## config.mk

```make
export PLATFORM = sky130hd
export DESIGN_NAME = ppad_top
export DESIGN_NICKNAME = d
export VERILOG_FILES = /design/src/logic/ppad_pkg.sv /design/src/logic/ppad_dec_if.sv /design/src/logic/ppad_decode.sv /design/src/logic/ppad_top.sv
export SDC_FILE = /design/constraint.sdc
export NUM_CORES = 1
export LEC_CHECK = 0
export BUFFER_PORTS_ARGS = -buffer_cell sky130_fd_sc_hd__clkbuf_2
export CAP_MARGIN = 20
export CORE_UTILIZATION = 41
export CTS_CLUSTER_DIAMETER = 50
export DETAILED_ROUTE_END_ITERATION = 16
export GPL_TIMING_DRIVEN = 0
export PLACE_DENSITY_LB_ADDON = 0.15
export SYNTH_ARGS = -nofsm -noshare
export SYNTH_HDL_FRONTEND = slang
export SYNTH_SLANG_ARGS = --single-unit
```

## constraint.sdc

```tcl
create_clock -name sys_clk_i -period 7.95 [get_ports sys_clk_i]
set_input_delay 0.3975 -clock sys_clk_i [delete_from_list [all_inputs] [get_ports sys_clk_i]]
set_output_delay 0.3975 -clock sys_clk_i [all_outputs]
set_load 0.05 [all_outputs]
```

## src/logic/ppad_pkg.sv

```systemverilog
// Functional notes
// - with a PC range enabled, answer at exactly one of 3BC-3BE, 378-37F, 278-27F.
// - always answer in the reserved area from C000, whatever range is enabled.
// - base in the reserved area comes from the slot position, distinct per slot.
// - reserved-area access is decoded as slot base plus register offset.
// - configuration register sits at offset 00 from the slot base.
// - eight read/write parallel-port registers sit at offsets 10 through 17.
// - writing FE or 02 selects range 278; upper written bits are don't-care.
// - the eight data lines can drive out or be read as inputs.
// - config bits 1:0 select none (default), 378, 278 or 3BC.
// - config bits 7:2 ignore writes and always read back as ones.
// - one interrupt request line is raised for the parallel port.
package ppad_pkg;
	typedef enum logic [1:0] {
		PPAD_MODE_RSVD = 2'h0,
		PPAD_MODE_378  = 2'h1,
		PPAD_MODE_278  = 2'h2,
		PPAD_MODE_3BC  = 2'h3
	} ppad_mode_t;

	localparam logic [15:0] RSVD_AREA_BASE = 16'hc000;
	localparam logic [15:0] SLOT_STRIDE    = 16'h0020;
	localparam logic [15:0] PC_BASE_3BC    = 16'h03bc;
	localparam logic [15:0] PC_LAST_3BC    = 16'h03be;
	localparam logic [15:0] PC_BASE_378    = 16'h0378;
	localparam logic [15:0] PC_BASE_278    = 16'h0278;
	localparam logic [4:0]  OFS_CONFIG     = 5'h00;
	localparam logic [4:0]  OFS_WINDOW     = 5'h10;
	localparam logic [5:0]  CFG_ONES       = 6'h3f;
	localparam logic [7:0]  WIN_RESET      = 8'h00;
	localparam int          IDX_DATA       = 0;
	localparam int          IDX_STAT       = 1;
	localparam int          IDX_CTRL       = 2;
	localparam int          CTRL_IRQ_EN    = 4;
	localparam int          CTRL_DIR_IN    = 5;
	localparam int          STAT_ACK_N     = 6;
endpackage

```

## src/logic/ppad_dec_if.sv

```systemverilog
`timescale 1ns/100ps
`default_nettype none
interface ppad_dec_if;
	logic [15:0]         addr;
	logic [3:0]          slot;
	ppad_pkg::ppad_mode_t mode;
	logic                hit_cfg;
	logic                hit_win;
	logic [2:0]          win_idx;

	modport dec (input addr, input slot, input mode, output hit_cfg, output hit_win,
		output win_idx);
	modport top (output addr, output slot, output mode, input hit_cfg, input hit_win,
		input win_idx);
endinterface
`default_nettype wire

```

## src/logic/ppad_decode.sv

```systemverilog
`timescale 1ns/100ps
`default_nettype none
module ppad_decode (
	ppad_dec_if.dec d
);
	logic [15:0] slot_base;
	logic [15:0] rel;

	// slot base scaled by the stride, stride kept above the 0x17 top offset
	assign slot_base = ppad_pkg::RSVD_AREA_BASE
		+ 16'(d.slot) * ppad_pkg::SLOT_STRIDE;
	assign rel = d.addr - slot_base;

	always_comb begin
		logic rsvd_in;
		rsvd_in = 1'b0;
		d.hit_cfg = 1'b0;
		d.hit_win = 1'b0;
		d.win_idx = 3'h0;
		rsvd_in = (d.addr >= slot_base) && (rel < ppad_pkg::SLOT_STRIDE);
		if (rsvd_in && rel[4:0] == ppad_pkg::OFS_CONFIG) begin
			d.hit_cfg = 1'b1;
		end else if (rsvd_in && rel[4:3] == ppad_pkg::OFS_WINDOW[4:3]) begin
			d.hit_win = 1'b1;
			d.win_idx = rel[2:0];
		end else begin
			// only the selected range decodes; others stay silent
			case (d.mode)
				ppad_pkg::PPAD_MODE_378: begin
					if (d.addr[15:3] == ppad_pkg::PC_BASE_378[15:3]) begin
						d.hit_win = 1'b1;
						d.win_idx = d.addr[2:0];
					end
				end
				ppad_pkg::PPAD_MODE_278: begin
					if (d.addr[15:3] == ppad_pkg::PC_BASE_278[15:3]) begin
						d.hit_win = 1'b1;
						d.win_idx = d.addr[2:0];
					end
				end
				ppad_pkg::PPAD_MODE_3BC: begin
					if (d.addr >= ppad_pkg::PC_BASE_3BC && d.addr <= ppad_pkg::PC_LAST_3BC) begin
						d.hit_win = 1'b1;
						d.win_idx = 3'(d.addr - ppad_pkg::PC_BASE_3BC);
					end
				end
				default: begin
					d.hit_win = 1'b0;
				end
			endcase
		end
	end
endmodule
`default_nettype wire

```

## src/logic/ppad_top.sv

```systemverilog
`timescale 1ns/100ps
`default_nettype none
module ppad_top (
	// clock and reset
	input  wire logic        sys_clk_i,
	input  wire logic        resetn_i,
	// host i/o bus
	input  wire logic [15:0] io_addr_i,
	input  wire logic        io_rd_i,
	input  wire logic        io_wr_i,
	input  wire logic [7:0]  io_wdata_i,
	output logic             io_claim_o,
	output logic [7:0]       io_rdata_o,
	// slot position strap
	input  wire logic [3:0]  slot_pos_i,
	// parallel connector
	input  wire logic [7:0]  pdata_i,
	output logic [7:0]       pdata_o,
	output logic             pdata_oe_n_o,
	input  wire logic        pack_n_i,
	// interrupt
	output logic             port_irq_request_o
);
	ppad_dec_if dif ();

	ppad_pkg::ppad_mode_t mode_q;
	logic [7:0]  win_q [8];
	logic [3:0]  slot_s1_q, slot_s2_q, slot_s3_q, slot_q;
	logic [7:0]  pd_s1_q, pd_s2_q, pd_s3_q, pd_q;
	logic [2:0]  ack_s_q;
	logic        ack_n_q;
	logic        hit;
	logic [7:0]  rdata_d;

	assign dif.addr = io_addr_i;
	assign dif.slot = slot_q;
	assign dif.mode = mode_q;

	ppad_decode u_dec (
		.d (dif)
	);

	assign hit = dif.hit_cfg | dif.hit_win;
	assign io_claim_o = (io_rd_i | io_wr_i) & hit;

	// slot strap and pins pass three flops; change taken when 2nd and 3rd agree
	always_ff @(posedge sys_clk_i) begin
		if (!resetn_i) begin
			slot_s1_q <= 4'h0;
			slot_s2_q <= 4'h0;
			slot_s3_q <= 4'h0;
			slot_q    <= 4'h0;
		end else begin
			slot_s1_q <= slot_pos_i;
			slot_s2_q <= slot_s1_q;
			slot_s3_q <= slot_s2_q;
			if (slot_s2_q == slot_s3_q) begin
				slot_q <= slot_s3_q;
			end
		end
	end

	always_ff @(posedge sys_clk_i) begin
		if (!resetn_i) begin
			pd_s1_q <= 8'h00;
			pd_s2_q <= 8'h00;
			pd_s3_q <= 8'h00;
			pd_q    <= 8'h00;
			ack_s_q <= 3'h7;
			ack_n_q <= 1'b1;
		end else begin
			pd_s1_q <= pdata_i;
			pd_s2_q <= pd_s1_q;
			pd_s3_q <= pd_s2_q;
			if (pd_s2_q == pd_s3_q) begin
				pd_q <= pd_s3_q;
			end
			ack_s_q <= {ack_s_q[1:0], pack_n_i};
			if (ack_s_q[1] == ack_s_q[2]) begin
				ack_n_q <= ack_s_q[2];
			end
		end
	end

	// only the range field is stored, so FE and 02 both land on 278
	always_ff @(posedge sys_clk_i) begin
		if (!resetn_i) begin
			mode_q <= ppad_pkg::PPAD_MODE_RSVD;
		end else if (io_wr_i && dif.hit_cfg) begin
			mode_q <= ppad_pkg::ppad_mode_t'(io_wdata_i[1:0]);
		end
	end

	always_ff @(posedge sys_clk_i) begin
		if (!resetn_i) begin
			for (int i = 0; i < 8; i++) begin
				win_q[i] <= ppad_pkg::WIN_RESET;
			end
		end else if (io_wr_i && dif.hit_win) begin
			win_q[dif.win_idx] <= io_wdata_i;
		end
	end

	// data lines: output latch driven unless the direction bit turns them round
	assign pdata_o      = win_q[ppad_pkg::IDX_DATA];
	assign pdata_oe_n_o = win_q[ppad_pkg::IDX_CTRL][ppad_pkg::CTRL_DIR_IN];

	always_comb begin
		rdata_d = 8'h00;
		if (dif.hit_cfg) begin
			rdata_d = {ppad_pkg::CFG_ONES, mode_q};
		end else if (dif.hit_win) begin
			rdata_d = win_q[dif.win_idx];
			if (dif.win_idx == 3'(ppad_pkg::IDX_DATA) && pdata_oe_n_o) begin
				rdata_d = pd_q;
			end else if (dif.win_idx == 3'(ppad_pkg::IDX_STAT)) begin
				rdata_d[ppad_pkg::STAT_ACK_N] = ack_n_q;
			end
		end
	end

	// read data registered: valid the cycle after the read strobe
	always_ff @(posedge sys_clk_i) begin
		if (!resetn_i) begin
			io_rdata_o <= 8'h00;
		end else if (io_rd_i) begin
			io_rdata_o <= rdata_d;
		end
	end

	// a level request while acknowledge is low and interrupts are enabled
	always_ff @(posedge sys_clk_i) begin
		if (!resetn_i) begin
			port_irq_request_o <= 1'b0;
		end else begin
			port_irq_request_o <= win_q[ppad_pkg::IDX_CTRL][ppad_pkg::CTRL_IRQ_EN]
				& ~ack_n_q;
		end
	end

	// slot base worked out again here, so the assertions do not lean on the decoder
	function automatic logic [15:0] slot_base_of(input logic [3:0] slot);
		slot_base_of = ppad_pkg::RSVD_AREA_BASE + 16'(slot) * ppad_pkg::SLOT_STRIDE;
	endfunction
endmodule
`default_nettype wire

```

==> results.txt <==
The cts-stage hold buffer count is 0. Of the total power, the share spent switching nets is 0.2168. In the final routed layout, each cell accounts on average for about 18 microns. The maximum clock path buffer count came out at 2. The maximum clock frequency is 271.6 MHz. The number of detailed-routing iterations run before antenna repair came out at 4.

The number of distinct standard cells referenced by the synthesized netlist came out at 65. The clock latency on the worst-skew pair is 0.42 ns. The setup clock skew after layout is between 0.007 and 0.008 ns. The utilization after layout is 0.5032.

The width of the die came out at about 120 microns. Prior to clock tree synthesis, the placed netlist has a worst setup slack of 4.061 ns. The detailed router's first-iteration violation count came out at approximately 340.

The internal portion of the total power is 1.253 mW. In the post-route analysis, the smallest setup slack over all paths is 4.268 ns. After detailed routing, the number of remaining DRC violations is 0.

STA puts the critical path data required time at roughly 7.6 ns. The max-slew violation count was 0. The worst slew slack as a fraction of its limit is 0.4011.

The TritonCTS clock tree is yes. The per-instance average area after synthesis came out at roughly 11 sq um. The number of synthesis warnings is 0.

The number of enable flip-flop cells after synthesis is between 60 and 70. The pin count of the biggest net entering global routing is 17. The capturing element type of the critical path is an output port. The data arrival time of the critical path came out at 3.28 ns. For this run, the register share of the synthesized area comes to 0.5691. The synthesized design contains 126 register bits. After global routing the overflow that remains totals 0. The layout overhead on the synthesized area came out at 19.81%. After detailed routing, the total wire length is 13600 microns. The I/O pin total is 60. The first global-routing pass estimated 21570 microns of wire.

The count of mapped cells out of synthesis came out at between 400 and 500. The share of power burned in the clock network came out at 0.493. In this run the vertical extent of the chip is ~120 microns.

After detailed routing, the number of vias per cell comes to around 5.3. In the synthesized netlist the dominant register cell turns out to be sky130_fd_sc_hd__edfxtp_1. In this run, post-CTS repair resized a total of 0 instances. The weighted congestion reported at the end of routability-driven placement is 0.8852.

The clock transition at the registers of the reported paths came out at ~0.050 ns. The combinational fraction of design power came out at 0.062. The sequential power share is 0.445. Of the cells placed in the final design, the portion with a size suffix greater than 1 is 0.1772. The remaining antenna violation count after routing came out at 0. The die covers 13980 sq um.

Setup violations remaining at the end of the flow were counted as 0. VDD sags by at most ~0.00014 V. The flow ran to the end, and the final reports show no timing, DRC or antenna violations. The kind of critical path is flop to output port.

The final layout net count came out at around 600. The tree built by TritonCTS fans out to between 100 and 150 sinks. Leaving out fill and tap cells, the most frequent cell in the layout is sky130_fd_sc_hd__and2_1. The post-synthesis async set-or-reset flop share came out at 0. The via count of the first global-routing pass came out at between 3000 and 4000. The startpoint kind of the worst setup timing path is a flop. The library cells used most frequently in the layout, excluding fill and tap cells, are sky130_fd_sc_hd__and2_1 (100), sky130_fd_sc_hd__dfxtp_1 (63), sky130_fd_sc_hd__edfxtp_1 (63). The effective utilization at floorplan is 0.4200.

Buffers added to address setup during post-CTS repair amount to 0. The final period demand of the worst path is ~3.7 ns. At the pin with the least slew margin, the transition time is just under 0.9 ns. The peak fanout along the critical path is 10. Across every metal layer, demand over resource in global routing totals 0.2087. The number of antenna diodes in the final layout is 0. The switching power came out at approximately 350 uW. The number of maximum-capacitance violations is 0. The overall power after layout came out at around 1.6 mW. The number of antenna violations at the first check in global routing came out at 1. The estimated wirelength of the detail-placed design came out at 9927 microns. The CTS root buffer is sky130_fd_sc_hd__clkbuf_16. Setup repair after global routing left no endpoint under its margin.

Hold is met by between 0.15 and 0.2 ns. The worst min-delay path category is input pin to flop. The number of buffers inserted during clock tree synthesis is 17. The post-synth net total came out at between 500 and 600. The post-synthesis cell area came out at ~5500 sq um. For the final routed database, the setup TNS stands at 0 ns.

In this run the tool buffered the top-level ports with 55 buffer cells. The final number of hold-violating endpoints came out at 0. Dividing the final minimum period by the clock period gives 0.4632.

The reported leakage power came out at around 2.6 nW. The power density of the placed cells is approximately 240 nW/um^2. The total vias in the final route came out at roughly 4000. In this run the number of H-tree levels came out at 4.

The cell row count is between 40 and 50. The area of the core is roughly 13000 sq um.
==> Yosys cell counts, types with 2 or more instances <==
master / number / area [sq um]
sky130_fd_sc_hd__a211oi_1: 4 / 30.03
sky130_fd_sc_hd__a21o_1: 4 / 30.03
sky130_fd_sc_hd__a21oi_1: 10 / 50.05
sky130_fd_sc_hd__a2bb2oi_1: 3 / 26.28
sky130_fd_sc_hd__a31oi_1: 3 / 18.77
sky130_fd_sc_hd__and2_1: 100 / 625.6
sky130_fd_sc_hd__buf_2: 5 / 25.02
sky130_fd_sc_hd__clkbuf_1: 15 / 56.30
sky130_fd_sc_hd__dfxtp_1: 63 / 1261
sky130_fd_sc_hd__edfxtp_1: 63 / 1892
sky130_fd_sc_hd__ha_1: 4 / 50.05
sky130_fd_sc_hd__inv_1: 8 / 30.03
sky130_fd_sc_hd__mux2_2: 3 / 33.78
sky130_fd_sc_hd__mux2i_1: 25 / 250.2
sky130_fd_sc_hd__nand2_1: 21 / 78.83
sky130_fd_sc_hd__nand2b_1: 12 / 75.07
sky130_fd_sc_hd__nand3_1: 6 / 30.03
sky130_fd_sc_hd__nand4_1: 3 / 18.77
sky130_fd_sc_hd__nor2_1: 11 / 41.29
sky130_fd_sc_hd__nor2b_1: 18 / 112.6
sky130_fd_sc_hd__nor3_1: 7 / 35.03
sky130_fd_sc_hd__nor3_2: 2 / 20.02
sky130_fd_sc_hd__nor4_1: 3 / 18.77
sky130_fd_sc_hd__nor4_2: 2 / 25.02
sky130_fd_sc_hd__o2111ai_1: 2 / 17.52
sky130_fd_sc_hd__o211ai_1: 6 / 45.04
sky130_fd_sc_hd__o21a_1: 4 / 30.03
sky130_fd_sc_hd__o21ai_0: 18 / 90.09
sky130_fd_sc_hd__o221ai_1: 6 / 52.55
sky130_fd_sc_hd__o2bb2ai_1: 2 / 17.52
sky130_fd_sc_hd__o311a_1: 4 / 40.04
sky130_fd_sc_hd__o31ai_1: 2 / 15.01
sky130_fd_sc_hd__o32ai_1: 2 / 17.52
sky130_fd_sc_hd__xnor2_1: 4 / 35.03
sky130_fd_sc_hd__xor2_1: 8 / 70.07
==> sequential cells by signal (all words and copies together), names as in the netlist <==
name                count
dif.mode                2
win_q                  63
slot_s1_q               4
pd_s3_q                 8
pd_s1_q                 8
slot_s3_q               4
port_irq_request_o      1
slot_s2_q               4
dif.slot                4
pd_s2_q                 8
pd_q                    8
io_rdata_o              8
ack_n_q                 1
ack_s_q                 3
==> metrics by stage <==
| stage | std cells | cell area, sq um |
|---|---|---|
| floorplan | 483 | 5540 |
| global placement | 714 | 6036 |
| detailed placement | 714 | 6036 |
| CTS | 746 | 6638 |
| global route | 746 | 6638 |
| finish | 746 | 6638 |
==> cell families after synthesis <==
logic type      synth area share
buf+inv                  0.02077
simple gates              0.2112
fa+ha+maj                0.01265
mux                      0.05126
compound gates            0.1161
xor+xnor                 0.01897
flops                     0.5691
==> critical path: stages (launching register included) <==
cell	delay [ns]
sky130_fd_sc_hd__dfxtp_1	0.32
sky130_fd_sc_hd__ha_1	0.21
sky130_fd_sc_hd__fa_1	0.50
sky130_fd_sc_hd__nor4bb_1	0.41
sky130_fd_sc_hd__o211a_1	0.21
sky130_fd_sc_hd__buf_2	0.21
sky130_fd_sc_hd__o21ai_1	0.23
sky130_fd_sc_hd__buf_2	0.26
sky130_fd_sc_hd__nand2_1	0.09
sky130_fd_sc_hd__o21a_1	0.15
sky130_fd_sc_hd__clkbuf_2	0.28
==> path summary, 6_finish.rpt <==
path	startpoint	endpoint	slack [ns]	depth (start not counted)
max	dif.slot[0]$_SDFFE_PN0N_	io_claim_o	4.27	10
min	pdata_i[6]	pd_s1_q[6]$_SDFF_PN0_	0.18	2
max reg2reg	dif.slot[0]$_SDFFE_PN0N_	win_q[7][1]$_SDFFCE_PN0P_	4.29	8
min reg2reg	ack_s_q[0]$_SDFF_PN1_	ack_s_q[1]$_SDFF_PN1_	0.41	1
==> power groups by stage <==
stage               combinational (mW)  sequential (mW)  clock (mW)
detailed placement              0.0993            0.725           0
CTS                              0.100            0.711       0.798
global route                     0.109            0.713       0.828
global placement                0.0976            0.724           0
floorplan                       0.0526            0.731           0
finish                          0.0997            0.711       0.789
==> layer usage <==
layer  GRT usage  part of all wire  vias to the layer above
met5           0                 0                        -
met4     0.09856             0.024                        0
met3     0.04585             0.058                       21
met2      0.3265              0.46                      133
met1      0.2746              0.46                     1913
li1            -                 -                     1888
==> cell type report <==
| type | instances | area, sq um |
|---|---|---|
| repair buffers | 55 | 275.3 |
| flip-flops and latches | 126 | 3153 |
| multi-input cells | 328 | 2272 |
| inverters | 8 | 30.03 |
| clock buffers | 17 | 425.4 |
| plain buffers | 21 | 85.08 |
| clock inverters | 15 | 176.4 |
| well taps | 176 | 220.2 |
| fillers | 1216 | 6553 |
Note: power is estimated with default switching activity, not from simulation.
